**src/hw/seq_consts.svh**
```systemverilog
`ifndef SEQ_CONSTS_SVH
`define SEQ_CONSTS_SVH

`define PS_NUM_RAILS    4
`define PS_CLK_NS       40
`define PS_CLK_KHZ      25000
`define PS_SETTLE_MS    10
`define PS_SETTLE_CYC   (`PS_SETTLE_MS * `PS_CLK_KHZ)
`define PS_STABLE_MS    160
`define PS_STABLE_CYC   (`PS_STABLE_MS * `PS_CLK_KHZ)
`define PS_UV_FILT_NS   7000
`define PS_UV_FILT_CYC  ((`PS_UV_FILT_NS + `PS_CLK_NS - 1) / `PS_CLK_NS)
`define PS_TMR_W        23
`define PS_DLY_W        24
`define PS_FILT_W       8
`define PS_AGE_W        2
`define PS_AGE_MAX      2'h3
`define PS_SYNC_W       3

`endif

```
**src/hw/seq_pkg.sv**
```systemverilog
`include "seq_consts.svh"

package seq_pkg;

   typedef logic [`PS_DLY_W-1:0] delay_t;

   typedef enum logic [2:0]
   {
      ST_LOCKOUT,
      ST_SETTLE,
      ST_IDLE,
      ST_PRE_ON,
      ST_ON_RUN,
      ST_STABLE,
      ST_DONE,
      ST_OFF_RUN
   } seq_state_t;

   typedef enum logic [1:0]
   {
      CH_HOLD,
      CH_ON_WAIT,
      CH_OFF_WAIT
   } chan_mode_t;

endpackage

```
**src/hw/rail_chan_if.sv**
```systemverilog
`timescale 1ns/1ps

interface rail_chan_if;
   import seq_pkg::*;

   logic   start_on;
   logic   start_off;
   logic   kill;
   delay_t on_delay;
   delay_t off_delay;
   logic   uv_fault;
   logic   gate;
   logic   gate_next;

   modport ctrl
   (
      output start_on, start_off, kill, on_delay, off_delay,
      input  uv_fault, gate, gate_next
   );

   modport chan
   (
      input  start_on, start_off, kill, on_delay, off_delay,
      output uv_fault, gate, gate_next
   );
endinterface

```
**src/hw/four_rail_power_sequencer.sv**
```systemverilog
// How it works
// - four rails, each gate, monitor, timer
// - enable starts on, disable starts off
// - enable ignored 10ms after rails good
// - 10ms wait, then per-rail on timers
// - done rises 160ms after all gates on
// - done drops on fault or disable
// - monitor dips under 7us ignored
// - done driven only from filtered inputs
// - all rails good before and during run
// - enable polarity fixed by build parameter
// - active-high build idles in standby
// - shared line chains several sequencers
// - line low kills gates; fault pulls low
// - per-rail off timers switch gates off
// - line released on enable, low at end
`timescale 1ns/1ps
`include "seq_consts.svh"

module four_rail_power_sequencer
#(
   parameter bit ENABLE_ACTIVE_HIGH = 1'b1,
   parameter int SETTLE_CYC         = `PS_SETTLE_CYC,
   parameter int STABLE_CYC         = `PS_STABLE_CYC
)
(
   input  wire logic           clk_in,
   input  wire logic           rst_b_in,
   input  wire logic           enable_in,
   input  wire logic           rail_a_undervolt_in,
   input  wire logic           rail_b_undervolt_in,
   input  wire logic           rail_c_undervolt_in,
   input  wire logic           rail_d_undervolt_in,
   input  wire seq_pkg::delay_t rail_a_on_delay_in,
   input  wire seq_pkg::delay_t rail_b_on_delay_in,
   input  wire seq_pkg::delay_t rail_c_on_delay_in,
   input  wire seq_pkg::delay_t rail_d_on_delay_in,
   input  wire seq_pkg::delay_t rail_a_off_delay_in,
   input  wire seq_pkg::delay_t rail_b_off_delay_in,
   input  wire seq_pkg::delay_t rail_c_off_delay_in,
   input  wire seq_pkg::delay_t rail_d_off_delay_in,
   input  wire logic           latchoff_line_in,
   output logic                latchoff_line_out,
   output logic                latchoff_line_oe_out,
   output logic                rail_a_gate_out,
   output logic                rail_b_gate_out,
   output logic                rail_c_gate_out,
   output logic                rail_d_gate_out,
   output logic                seq_done_out,
   output logic                standby_out
);
   import seq_pkg::*;

   localparam int N = `PS_NUM_RAILS;

   logic [N-1:0]          uv_pins;
   logic [N-1:0]          uv_vec;
   logic [N-1:0]          gate_vec;
   logic [N-1:0]          gate_next_vec;
   delay_t                on_dly [N];
   delay_t                off_dly [N];
   logic [`PS_SYNC_W-1:0] en_sync;
   logic [`PS_SYNC_W-1:0] next_en_sync;
   logic [`PS_SYNC_W-1:0] line_sync;
   logic [`PS_SYNC_W-1:0] next_line_sync;
   logic                  en_lvl;
   logic                  next_en_lvl;
   logic [`PS_AGE_W-1:0]  rel_age;
   logic [`PS_AGE_W-1:0]  next_rel_age;
   seq_state_t            state;
   seq_state_t            next_state;
   logic [`PS_TMR_W-1:0]  tmr;
   logic [`PS_TMR_W-1:0]  next_tmr;
   logic                  next_line_oe;
   logic                  next_done;
   logic                  next_standby;
   logic                  enabled;
   logic                  uv_any;
   logic                  ext_kill;
   logic                  start_on;
   logic                  start_off;
   logic                  kill;

   assign uv_pins = {rail_d_undervolt_in, rail_c_undervolt_in,
                     rail_b_undervolt_in, rail_a_undervolt_in};
   assign on_dly  = '{rail_a_on_delay_in, rail_b_on_delay_in,
                      rail_c_on_delay_in, rail_d_on_delay_in};
   assign off_dly = '{rail_a_off_delay_in, rail_b_off_delay_in,
                      rail_c_off_delay_in, rail_d_off_delay_in};

   rail_chan_if ch_if [N] ();

   genvar i;
   generate
      for (i = 0; i < N; i++)
      begin : g_rail
         assign ch_if[i].start_on  = start_on;
         assign ch_if[i].start_off = start_off;
         assign ch_if[i].kill      = kill;
         assign ch_if[i].on_delay  = on_dly[i];
         assign ch_if[i].off_delay = off_dly[i];
         assign uv_vec[i]          = ch_if[i].uv_fault;
         assign gate_vec[i]        = ch_if[i].gate;
         assign gate_next_vec[i]   = ch_if[i].gate_next;
         rail_channel u_rail
         (
            .clk_in    (clk_in),
            .rst_b_in  (rst_b_in),
            .uv_pin_in (uv_pins[i]),
            .ch        (ch_if[i])
         );
      end
   endgenerate

   assign rail_a_gate_out = gate_vec[0];
   assign rail_b_gate_out = gate_vec[1];
   assign rail_c_gate_out = gate_vec[2];
   assign rail_d_gate_out = gate_vec[3];

   // own release shows on the synchroniser only a few edges later, so an
   // outside pull is believed only once the release has aged
   always_comb
   begin
      next_en_sync   = {en_sync[1:0], enable_in};
      next_line_sync = {line_sync[1:0], latchoff_line_in};
      next_en_lvl    = en_lvl;
      if (en_sync[1] == en_sync[2])
         next_en_lvl = en_sync[2];
      next_rel_age = rel_age;
      if (latchoff_line_oe_out)
         next_rel_age = '0;
      else if (rel_age != `PS_AGE_MAX)
         next_rel_age = rel_age + 1'b1;
   end

   always_ff @(posedge clk_in or negedge rst_b_in)
   begin
      if (!rst_b_in)
      begin
         en_sync   <= {`PS_SYNC_W{~ENABLE_ACTIVE_HIGH}};
         line_sync <= '0;
         en_lvl    <= ~ENABLE_ACTIVE_HIGH;
         rel_age   <= '0;
      end
      else
      begin
         en_sync   <= next_en_sync;
         line_sync <= next_line_sync;
         en_lvl    <= next_en_lvl;
         rel_age   <= next_rel_age;
      end
   end

   assign enabled  = ENABLE_ACTIVE_HIGH ? en_lvl : ~en_lvl;
   assign uv_any   = |uv_vec;
   assign ext_kill = ~line_sync[1] & ~line_sync[2] & ~latchoff_line_oe_out
                     & (rel_age == `PS_AGE_MAX);

   always_comb
   begin
      next_state = state;
      next_tmr   = tmr;
      start_on   = 1'b0;
      start_off  = 1'b0;
      kill       = 1'b0;
      case (state)
         ST_LOCKOUT:
         begin
            next_tmr = '0;
            if (!uv_any)
               next_state = ST_SETTLE;
         end
         ST_SETTLE:
         begin
            if (uv_any)
               next_state = ST_LOCKOUT;
            else if (tmr == `PS_TMR_W'(SETTLE_CYC - 1))
            begin
               next_state = ST_IDLE;
               next_tmr   = '0;
            end
            else
               next_tmr = tmr + 1'b1;
         end
         ST_IDLE:
         begin
            next_tmr = '0;
            if (enabled)
               next_state = ST_PRE_ON;
         end
         ST_PRE_ON:
         begin
            if (!enabled)
               next_state = ST_IDLE;
            else if (tmr == `PS_TMR_W'(SETTLE_CYC - 1))
            begin
               next_state = ST_ON_RUN;
               start_on   = 1'b1;
            end
            else
               next_tmr = tmr + 1'b1;
         end
         ST_ON_RUN, ST_STABLE, ST_DONE:
         begin
            if (!enabled)
            begin
               next_state = ST_OFF_RUN;
               start_off  = 1'b1;
            end
            else if (state == ST_ON_RUN && &gate_vec)
            begin
               next_state = ST_STABLE;
               next_tmr   = '0;
            end
            else if (state == ST_STABLE)
            begin
               if (tmr == `PS_TMR_W'(STABLE_CYC - 1))
                  next_state = ST_DONE;
               else
                  next_tmr = tmr + 1'b1;
            end
         end
         ST_OFF_RUN:
         begin
            // a new enable waits until the off sequence has finished
            if (~|gate_next_vec)
               next_state = ST_IDLE;
         end
         default:
            next_state = ST_LOCKOUT;
      endcase
      if ((uv_any || ext_kill) && state != ST_LOCKOUT && state != ST_SETTLE)
      begin
         kill       = 1'b1;
         start_on   = 1'b0;
         start_off  = 1'b0;
         next_state = ST_LOCKOUT;
      end
      next_line_oe = next_state == ST_LOCKOUT || next_state == ST_SETTLE
                     || next_state == ST_IDLE;
      next_done    = next_state == ST_DONE;
      next_standby = ENABLE_ACTIVE_HIGH && next_state == ST_IDLE;
   end

   always_ff @(posedge clk_in or negedge rst_b_in)
   begin
      if (!rst_b_in)
      begin
         state                <= ST_LOCKOUT;
         tmr                  <= '0;
         latchoff_line_out    <= 1'b0;
         latchoff_line_oe_out <= 1'b1;
         seq_done_out         <= 1'b0;
         standby_out          <= 1'b0;
      end
      else
      begin
         state                <= next_state;
         tmr                  <= next_tmr;
         latchoff_line_out    <= 1'b0;
         latchoff_line_oe_out <= next_line_oe;
         seq_done_out         <= next_done;
         standby_out          <= next_standby;
      end
   end

   a_kill_gates_off: assert property (@(posedge clk_in)
      disable iff (!rst_b_in) kill |=> gate_vec == '0 && !seq_done_out)
      else $error("gates not latched off after kill");
   a_done_on_fault: assert property (@(posedge clk_in)
      disable iff (!rst_b_in)
      uv_any || (!enabled && state != ST_OFF_RUN) |=> !seq_done_out)
      else $error("sequence done held during fault or disable");
   a_done_after_on: assert property (@(posedge clk_in)
      disable iff (!rst_b_in) $rose(seq_done_out)
      |-> $past(state) == ST_STABLE && $past(gate_vec) == '1)
      else $error("sequence done rose without all gates on");
   a_settle_ignores_en: assert property (@(posedge clk_in)
      disable iff (!rst_b_in) state == ST_SETTLE |=> state != ST_PRE_ON)
      else $error("enable acted on during settling");
   a_pre_on_wait: assert property (@(posedge clk_in)
      disable iff (!rst_b_in) $rose(state == ST_PRE_ON) |-> !start_on [*4])
      else $error("on timers started without the wait");
   a_fault_pulls_line: assert property (@(posedge clk_in)
      disable iff (!rst_b_in)
      uv_any |=> latchoff_line_oe_out && gate_vec == '0)
      else $error("line not pulled low on undervolt");
   a_line_with_last: assert property (@(posedge clk_in)
      disable iff (!rst_b_in) state == ST_OFF_RUN && gate_vec != '0
      |=> latchoff_line_oe_out == (gate_vec == '0))
      else $error("line not pulled with the last gate off");
   a_standby_idle: assert property (@(posedge clk_in)
      disable iff (!rst_b_in) state == ST_IDLE ##1 state == ST_IDLE
      |-> standby_out == ENABLE_ACTIVE_HIGH)
      else $error("standby does not follow the disabled state");
endmodule

```
**src/hw/rail_channel.sv**
```systemverilog
`timescale 1ns/1ps
`include "seq_consts.svh"

module rail_channel
(
   input  wire logic clk_in,
   input  wire logic rst_b_in,
   input  wire logic uv_pin_in,
   rail_chan_if.chan ch
);
   import seq_pkg::*;

   logic [`PS_SYNC_W-1:0] uv_sync;
   logic [`PS_SYNC_W-1:0] next_uv_sync;
   logic [`PS_FILT_W-1:0] filt_cnt;
   logic [`PS_FILT_W-1:0] next_filt_cnt;
   logic                  uv_fault;
   logic                  next_uv_fault;
   logic                  lvl_bad;
   logic                  lvl_good;
   chan_mode_t            mode;
   chan_mode_t            next_mode;
   delay_t                cnt;
   delay_t                next_cnt;
   logic                  gate;
   logic                  next_gate;

   // short dips never reach the sequencer; recovery is taken at once
   always_comb
   begin
      next_uv_sync  = {uv_sync[1:0], uv_pin_in};
      lvl_bad       = uv_sync[1] & uv_sync[2];
      lvl_good      = ~uv_sync[1] & ~uv_sync[2];
      next_filt_cnt = filt_cnt;
      next_uv_fault = uv_fault;
      if (lvl_good)
      begin
         next_filt_cnt = '0;
         next_uv_fault = 1'b0;
      end
      else if (lvl_bad && !uv_fault)
      begin
         if (filt_cnt == `PS_FILT_W'(`PS_UV_FILT_CYC - 1))
            next_uv_fault = 1'b1;
         else
            next_filt_cnt = filt_cnt + 1'b1;
      end
   end

   always_ff @(posedge clk_in or negedge rst_b_in)
   begin
      if (!rst_b_in)
      begin
         uv_sync  <= '0;
         filt_cnt <= '0;
         uv_fault <= 1'b0;
      end
      else
      begin
         uv_sync  <= next_uv_sync;
         filt_cnt <= next_filt_cnt;
         uv_fault <= next_uv_fault;
      end
   end

   always_comb
   begin
      next_mode = mode;
      next_cnt  = cnt;
      next_gate = gate;
      if (ch.kill)
      begin
         next_mode = CH_HOLD;
         next_gate = 1'b0;
      end
      else if (ch.start_on)
      begin
         next_mode = CH_ON_WAIT;
         next_cnt  = '0;
      end
      else if (ch.start_off)
      begin
         next_mode = CH_OFF_WAIT;
         next_cnt  = '0;
      end
      else
      begin
         case (mode)
            CH_ON_WAIT:
            begin
               if (cnt == ch.on_delay)
               begin
                  next_gate = 1'b1;
                  next_mode = CH_HOLD;
               end
               else
                  next_cnt = cnt + 1'b1;
            end
            CH_OFF_WAIT:
            begin
               if (cnt == ch.off_delay)
               begin
                  next_gate = 1'b0;
                  next_mode = CH_HOLD;
               end
               else
                  next_cnt = cnt + 1'b1;
            end
            default:
               next_mode = CH_HOLD;
         endcase
      end
   end

   always_ff @(posedge clk_in or negedge rst_b_in)
   begin
      if (!rst_b_in)
      begin
         mode <= CH_HOLD;
         cnt  <= '0;
         gate <= 1'b0;
      end
      else
      begin
         mode <= next_mode;
         cnt  <= next_cnt;
         gate <= next_gate;
      end
   end

   assign ch.uv_fault  = uv_fault;
   assign ch.gate      = gate;
   assign ch.gate_next = next_gate;

   a_uv_filter_len: assert property (@(posedge clk_in)
      disable iff (!rst_b_in)
      $rose(uv_fault) |-> $past(lvl_bad, 1) && $past(lvl_bad, 8))
      else $error("undervolt fault without a sustained dip");

   a_gate_off_timer: assert property (@(posedge clk_in)
      disable iff (!rst_b_in)
      $fell(gate) && !$past(ch.kill) |-> $past(mode) == CH_OFF_WAIT)
      else $error("gate dropped outside its off delay");

   a_gate_on_timer: assert property (@(posedge clk_in)
      disable iff (!rst_b_in) $rose(gate)
      |-> $past(mode) == CH_ON_WAIT && $past(cnt) == $past(ch.on_delay))
      else $error("gate rose before its on delay expired");
endmodule

```
**config.mk**
```make
export PLATFORM = sky130hd
export DESIGN_NAME = four_rail_power_sequencer
export DESIGN_NICKNAME = d
export VERILOG_FILES = /design/src/hw/seq_pkg.sv /design/src/hw/rail_chan_if.sv /design/src/hw/four_rail_power_sequencer.sv /design/src/hw/rail_channel.sv
export VERILOG_INCLUDE_DIRS = /design/src /design/src/hw
export SDC_FILE = /design/constraint.sdc
export NUM_CORES = 1
export LEC_CHECK = 0
export ABC_AREA = 1
export BUFFER_PORTS_ARGS = -buffer_cell sky130_fd_sc_hd__buf_4
export CAP_MARGIN = 20
export CORE_MARGIN = 10
export CORE_UTILIZATION = 30
export CTS_BUF_LIST = sky130_fd_sc_hd__clkbuf_8
export DETAILED_ROUTE_END_ITERATION = 10
export GPL_TIMING_DRIVEN = 0
export PLACE_DENSITY = 0.55
export SYNTH_ARGS = -nofsm -noshare
export SYNTH_HDL_FRONTEND = slang
export SYNTH_HIERARCHICAL = 1
export SYNTH_SLANG_ARGS = --single-unit
```
**constraint.sdc**
```tcl
create_clock -name clk_in -period 4.6 [get_ports clk_in]
set_input_delay 0.92 -clock clk_in [delete_from_list [all_inputs] [get_ports clk_in]]
set_output_delay 0.92 -clock clk_in [all_outputs]
set_load 0.1 [all_outputs]
```
* Word level (Yosys, flattened, before mapping)
Index checks and enable logic that the tools add are counted.
** Word-level totals
- Register bits :: 194
- Input bits :: 200
- Output and inout bits :: 8
- Word-level logic and storage cells :: 305
** Operators by class
- Add/sub/neg operators :: 10
- Equality and inequality tests :: 62
- Muxes and demuxes :: 124
- Bitwise operators :: 23
- Reductions and logical operators :: 53
** Operators by type and width (number)
- $mux 24 :: 16
- $eq 24x24->1 :: 8
- $pmux 24 s2 :: 4
- $mux 23 :: 8
- $add 24x1->24 const B :: 4
- $mux 8 :: 12
- $pmux 23 s4 :: 1
- $mux 2 :: 22
- $mux 1 :: 40
- $ne 5x4->1 const B :: 8
- $mux 3 :: 12
- $add 8x1->8 const B :: 4
- $eq 8x8->1 const B :: 4
- $ne 4x4->1 const B :: 8
- $reduce_and 2->1 :: 12
- $add 23x1->23 const B :: 1
- $eq 23x18->1 const B :: 1
- $eq 23x22->1 const B :: 1
- $reduce_and 4->1 :: 5
- $reduce_bool 4->1 :: 5
- $pmux 3 s6 :: 1
- $reduce_bool 2->1 :: 9
- $pmux 2 s2 :: 4
- $eq 3x3->1 const B :: 5
- other kinds (22) :: 77

* Logic depth before layout (Yosys ltp)
- Depth in word-level cells :: 18
- Gate-level depth with buffers :: 23
- Mapped depth without buffers :: 22

* Hierarchy
Netlist, hierarchy kept.
** By module, submodules not included
- rail_channel at g_rail[0].u_rail ... :: times used 3, cells each 526, area each 3405.8 um^2, sequential area each 975.9 um^2
- rail_channel at g_rail[3].u_rail :: times used 1, cells each 524, area each 3482.1 um^2, sequential area each 975.9 um^2
- four_rail_power_sequencer :: times used 1, cells each 474, area each 3070.4 um^2, sequential area each 952.2 um^2

* Least setup slack after synthesis
Ideal clock, no wire load.
- Path kind :: register to register
- Start point :: register latchoff_line_oe_out
- End point :: register latchoff_line_oe_out
- Setup time :: 0.072 ns
- Arrival time :: 3.453 ns
- Data required time :: 4.528 ns
- Slack :: 1.075 ns
- Stages on the path, launching flop included :: 20
- Cell sequence :: dfstp_2 nor2_1 inv_1 o31ai_1 nand2_1 inv_1 nor2_1 nor2_1 inv_1 or2_2 nor2_1 a21oi_1 and2_1 nor2_1 a31oi_1 inv_1 a21oi_4 inv_2 nand2_1 inv_1
** Between the ends
- Elaborated cells between the ends (all ways) :: 30
** RTL lines
- from (decl) :: line four_rail_power_sequencer.sv:44 : output logic latchoff_line_oe_out,
- from (signal assigned) :: line four_rail_power_sequencer.sv:261 : latchoff_line_oe_out <= next_line_oe;
- $not 1->1 * :: line four_rail_power_sequencer.sv:156 : assign ext_kill = ~line_sync[1] & ~line_sync[2] & ~latchoff_line_oe_out
- $and 1x1->1 * (2 in a row) :: line four_rail_power_sequencer.sv:156
- $logic_or 1x1->1 * :: line four_rail_power_sequencer.sv:232 : if ((uv_any || ext_kill) && state != ST_LOCKOUT && state != ST_SETTLE)
- $logic_and 1x1->1 * (2 in a row) :: line four_rail_power_sequencer.sv:232
- $mux 1 * :: line four_rail_power_sequencer.sv:232
- via ch_if[0].kill :: line rail_chan_if.sv:8 : logic kill;
- $mux 1 * :: line rail_channel.sv:71 : if (ch.kill)
- via ch_if[3].gate_next :: line rail_chan_if.sv:13 : logic gate_next;
- $reduce_or 4->1 * :: line four_rail_power_sequencer.sv:226 : if (~|gate_next_vec)
- $mux 3 * :: line four_rail_power_sequencer.sv:226
- $pmux 3 s6 * :: line four_rail_power_sequencer.sv:166 : case (state)
- $mux 3 * :: line four_rail_power_sequencer.sv:232
- via next_state[2] :: line four_rail_power_sequencer.sv:71 : seq_state_t next_state;
- $eq 3x1->1 or $logic_not 3->1 (tied branches) :: line four_rail_power_sequencer.sv:239 : next_line_oe = next_state == ST_LOCKOUT || next_state == ST_SETTLE
- $logic_or 1x1->1 :: line four_rail_power_sequencer.sv:239
- $logic_or 1x1->1 * :: line four_rail_power_sequencer.sv:240 : || next_state == ST_IDLE;
- via next_line_oe :: line four_rail_power_sequencer.sv:74 : logic next_line_oe;
The timed path passes the listed nets; every way through them passes the cells marked *.
A chain may end at the register's enable or synchronous reset.

* Worst setup path after layout
- Start point :: register g_rail[1].u_rail.uv_fault
- End point :: register seq_done_out
** Between the ends
- Elaborated cells between the ends (all ways) :: 26
** RTL lines
- from (decl) :: line rail_channel.sv:17 : logic uv_fault;
- from (signal assigned) :: line rail_channel.sv:62 : uv_fault <= next_uv_fault;
- $reduce_or 4->1 :: line four_rail_power_sequencer.sv:155 : assign uv_any = |uv_vec;
- $logic_or 1x1->1 :: line four_rail_power_sequencer.sv:232
- $logic_and 1x1->1 (2 in a row) :: line four_rail_power_sequencer.sv:232
- $mux 1 :: line four_rail_power_sequencer.sv:232
- via ch_if[0].kill :: line rail_chan_if.sv:8
- $mux 1 :: line rail_channel.sv:71
- via ch_if[1].gate_next :: line rail_chan_if.sv:13
- $reduce_or 4->1 :: line four_rail_power_sequencer.sv:226
- $mux 3 :: line four_rail_power_sequencer.sv:226
- $pmux 3 s6 :: line four_rail_power_sequencer.sv:166
- $mux 3 :: line four_rail_power_sequencer.sv:232
- via next_state[2] :: line four_rail_power_sequencer.sv:71
- $eq 3x3->1 :: line four_rail_power_sequencer.sv:241 : next_done = next_state == ST_DONE;
- via next_done :: line four_rail_power_sequencer.sv:75 : logic next_done;
- to (signal assigned) :: line four_rail_power_sequencer.sv:262 : seq_done_out <= next_done;
- to (decl) :: line four_rail_power_sequencer.sv:49 : output logic seq_done_out,
The timed path passes the listed nets, and every way through them passes these cells.

==> flow_metrics.tcl <==
set metrics [dict create \
    fin_hold_ws_ns 0.334 \
    antenna_found_initial 2 \
    tightest_slew_ns 0.739 \
    crit_path_max_incr_delay_ns 0.42 \
    fin_area_mm2 0.0198 \
    finalWirelength_um 54500 \
    grt_pass1_vias 16800 \
    grt_usage_pct 16.3 \
    status "completed" \
    fp.dieW_um 256 \
    gp_congestion 0.917 \
    grt-ovfl-total 0 \
    clock_latency_ns 0.56 \
    worstSetupPathType "flop to flop" \
    grt_pass1_wl_um 88300 \
    maxCapViolCount 0 \
    r2r_cells 21 \
    leakagePower_uw 0.00932 \
    irDropWorstVdd_mv 0.207 \
    max_clock_freq_mhz 238 \
    synth_top_area_share_pct 28.8 \
    cts_max_path_buffers 2 \
    worstPathArrival_ns 4.63 \
    r2r-end "seq_done_out" \
    wl_per_cell_um 15.3 \
    vias_per_cell 4.82 \
    drc 0 \
    cpMostUsedCell "nor2_1" \
    critPathSlowestCell "dfrtp_1" \
    fin_util_pct 35.8 \
    ant_nets 0 \
    yosys.area.top_type "dfrtp_1" \
    ys_types 49 \
    layout_min_cycle_time_ns 4.21 \
    tritoncts "yes" \
    r2r_start "g_rail[1].u_rail/ch.uv_fault" \
    area_growth_pct 17.9 \
    cts-htree-levels 4 \
    yosysSeqAreaShare_pct 29.0 \
    post_cts_buffers 0 \
    numPortBuffers 206 \
    die_y_um 256 \
    numCtsBuffers 17 \
    rsz0062_at_grt "no" \
    cp.required_ns 5.02 \
    min_period_over_period_pct 91.5 \
    drt_iter0_markers 1223 \
    dp_hpwl_um 42600 \
    cp-end-kind "flop" \
    cp_cell_sequence "nor2_1, nand2_1, inv_1, o31ai_1, nand2_1, clkinvlp_4, nor2_2, buf_2, nor2_1, inv_1, nor2_1, inv_1, nor2_1, a21oi_1, and2_1, nor2_1, a31oi_1, inv_1, a21oi_4, inv_2, nor2_1" \
    first_pass_iters 7 \
    setup_viol 0 \
    place_area_mm2 0.0193 \
    crit_fanout 12 \
    powerDensity_mw_per_mm2 252 \
    min_path_type "primary input to asynchronous set/reset pin" \
    start_kind "flop" \
    ios 208 \
    synth_seq_cells 194 \
    synth_nets 2798 \
    core_mm2 0.0552 \
    grt_max_degree 110 \
    hold_viol 0 \
    fin_skew_ns 0.0267 \
    vias 17200 \
    start_util_pct 30.4 \
    tns_ns 0 \
    syn_area_mm2 0.0168 \
    synthTopCellsByArea "dfrtp_1 (29%), nand2_1 (17%), nor2_1 (8.3%)" \
    syn_inst 2576 \
    syn-mean-instance-area_um2 6.51 \
    cts.sinks 194 \
    drive_above_1_share_pct 16.2 \
    maxSlewViolCount 0 \
    cts_root_buffer "clkbuf_8" \
    regToRegSetupSlack_ns 0.39 \
    ys_warn_count 6 \
    final_nets 3026 \
    relSlewSlack_pct 50.7 \
    die_area_mm2 0.0658 \
    num_rows 86 \
    clkSlewWorstSetupHoldPaths_ns 0.10 \
]
-- synthesized netlist by cell type (all sizes together) --
library cell  instances
and2                  5
o31ai                 1
nand3               274
dfstp                 1
o21bai                7
or2                   5
nor3b                 4
nor2                389
a211oi                1
buf                 118
nor4                 19
clkbuf               31
dfrtp               193
conb                  1
o21ai                66
nor3                 49
nand3b                1
maj3                  1
nand4               148
inv                 257
a21oi                30
o211ai                6
xnor2               131
a21o                  2
ha                   22
nand2               754
xor2                 55
a31oi                 1
o21a                  4
-- power breakdown --
group	internal, uW	switching [uW]	total [uW]
registers	1850	134	1990
clock network	614	680	1290
logic	644	1060	1700
total	3110	1870	4980
-- critical path, delay by kind of cell (launching register included) --
family | cells | cell delay (ns)
AOI/OAI and AO/OA | 4 | 0.67
DFF | 1 | 0.42
and+or+nand+nor | 10 | 1.77
buffers and inverters | 7 | 1.18
-- logic make-up (layout without fill, tap and decap cells) --
logic type / after synthesis / after routing / synth area share, %
compound gates: 118 / 118 / 4.24
xor+xnor: 186 / 186 / 9.76
fa+ha+maj: 23 / 23 / 1.70
buf+inv: 406 / 647 / 11.6
flops: 194 / 194 / 29.0
other cells: 1 / 2 / 0.0224
simple gates: 1648 / 1648 / 43.7
-- layer usage --
layer | up-vias | track usage (%) | share of wire, %
met5 | - | 0 | 0
met4 | 0 | 3.78 | 1.1
met3 | 45 | 3.37 | 5.2
met2 | 430 | 26.8 | 47
met1 | 8061 | 21.4 | 47
li1 | 8665 | - | -
-- state kept, by name (all words and copies together), names as in the netlist, 2 cells and up --
name,flops
g_rail.u_rail/cnt,96
g_rail.u_rail/filt_cnt,32
tmr,23
g_rail.u_rail/uv_sync,12
g_rail.u_rail/mode,8
g_rail.u_rail/ch.gate,4
g_rail.u_rail/ch.uv_fault,4
en_sync,3
line_sync,3
state,3
rel_age,2
-- worst max path at each step --
stage                                       startpoint                   end  slack (ns)  depth (start not counted)
after floorplan                   latchoff_line_oe_out  latchoff_line_oe_out        1.07                         19
after global placement    g_rail[1].u_rail/ch.uv_fault          seq_done_out       -0.64                         20
after detailed placement                    rel_age[0]          seq_done_out        0.08                         20
after CTS                                   rel_age[0]          seq_done_out        0.05                         20
after global routing      g_rail[1].u_rail/ch.uv_fault          seq_done_out      0.0004                         21
final                     g_rail[1].u_rail/ch.uv_fault          seq_done_out        0.39                         21
-- layout make-up --
type,count,area [um^2]
diodes,1,2.50
plain buffers,149,973
clock buffers,18,248
clock inverters,14,200
fillers,5970,35400
inverters,257,973
multi-input cells,1976,9980
flip-flops and latches,194,4860
well taps,748,936
repair buffers,208,1610
repair inverters,1,5.00
-- through the flow --
step	total power, uW	setup slack [ns]	std cells
after floorplan	3130	1.07	2576
after global placement	3690	-0.639	3530
after detailed placement	3720	0.0803	3532
after CTS	5070	0.0484	3564
after global routing	5340	0.000382	3566
final	4980	0.392	3566
-- placed cells by master, fill, tap and decap left out, types with 8 or more instances in the layout --
master,synthesis,final
nand2_1,746,746
nor2_1,372,370
nand3_1,260,260
inv_1,240,240
buf_4,13,218
dfrtp_1,193,193
nand4_1,140,140
xnor2_1,130,130
buf_2,64,64
xor2_1,55,55
nor3_1,47,47
o21ai_0,47,47
buf_6,33,33
a21oi_1,29,29
ha_1,22,22
clkbuf_1,19,19
nor4_1,19,19
clkbuf_8,0,18
inv_2,15,15
nor2_2,11,13
o21ai_2,12,12
clkbuf_2,12,12
nand3_2,9,9
nand4_2,8,8
-- repair_timing --
action | CTS | global route
setup endpoints to repair | 0 | 2
resized for setup | 0 | 2
hold endpoints to repair | 0 | 0
hold buffers | 0 | 0
(Power assumes the default switching activity.)
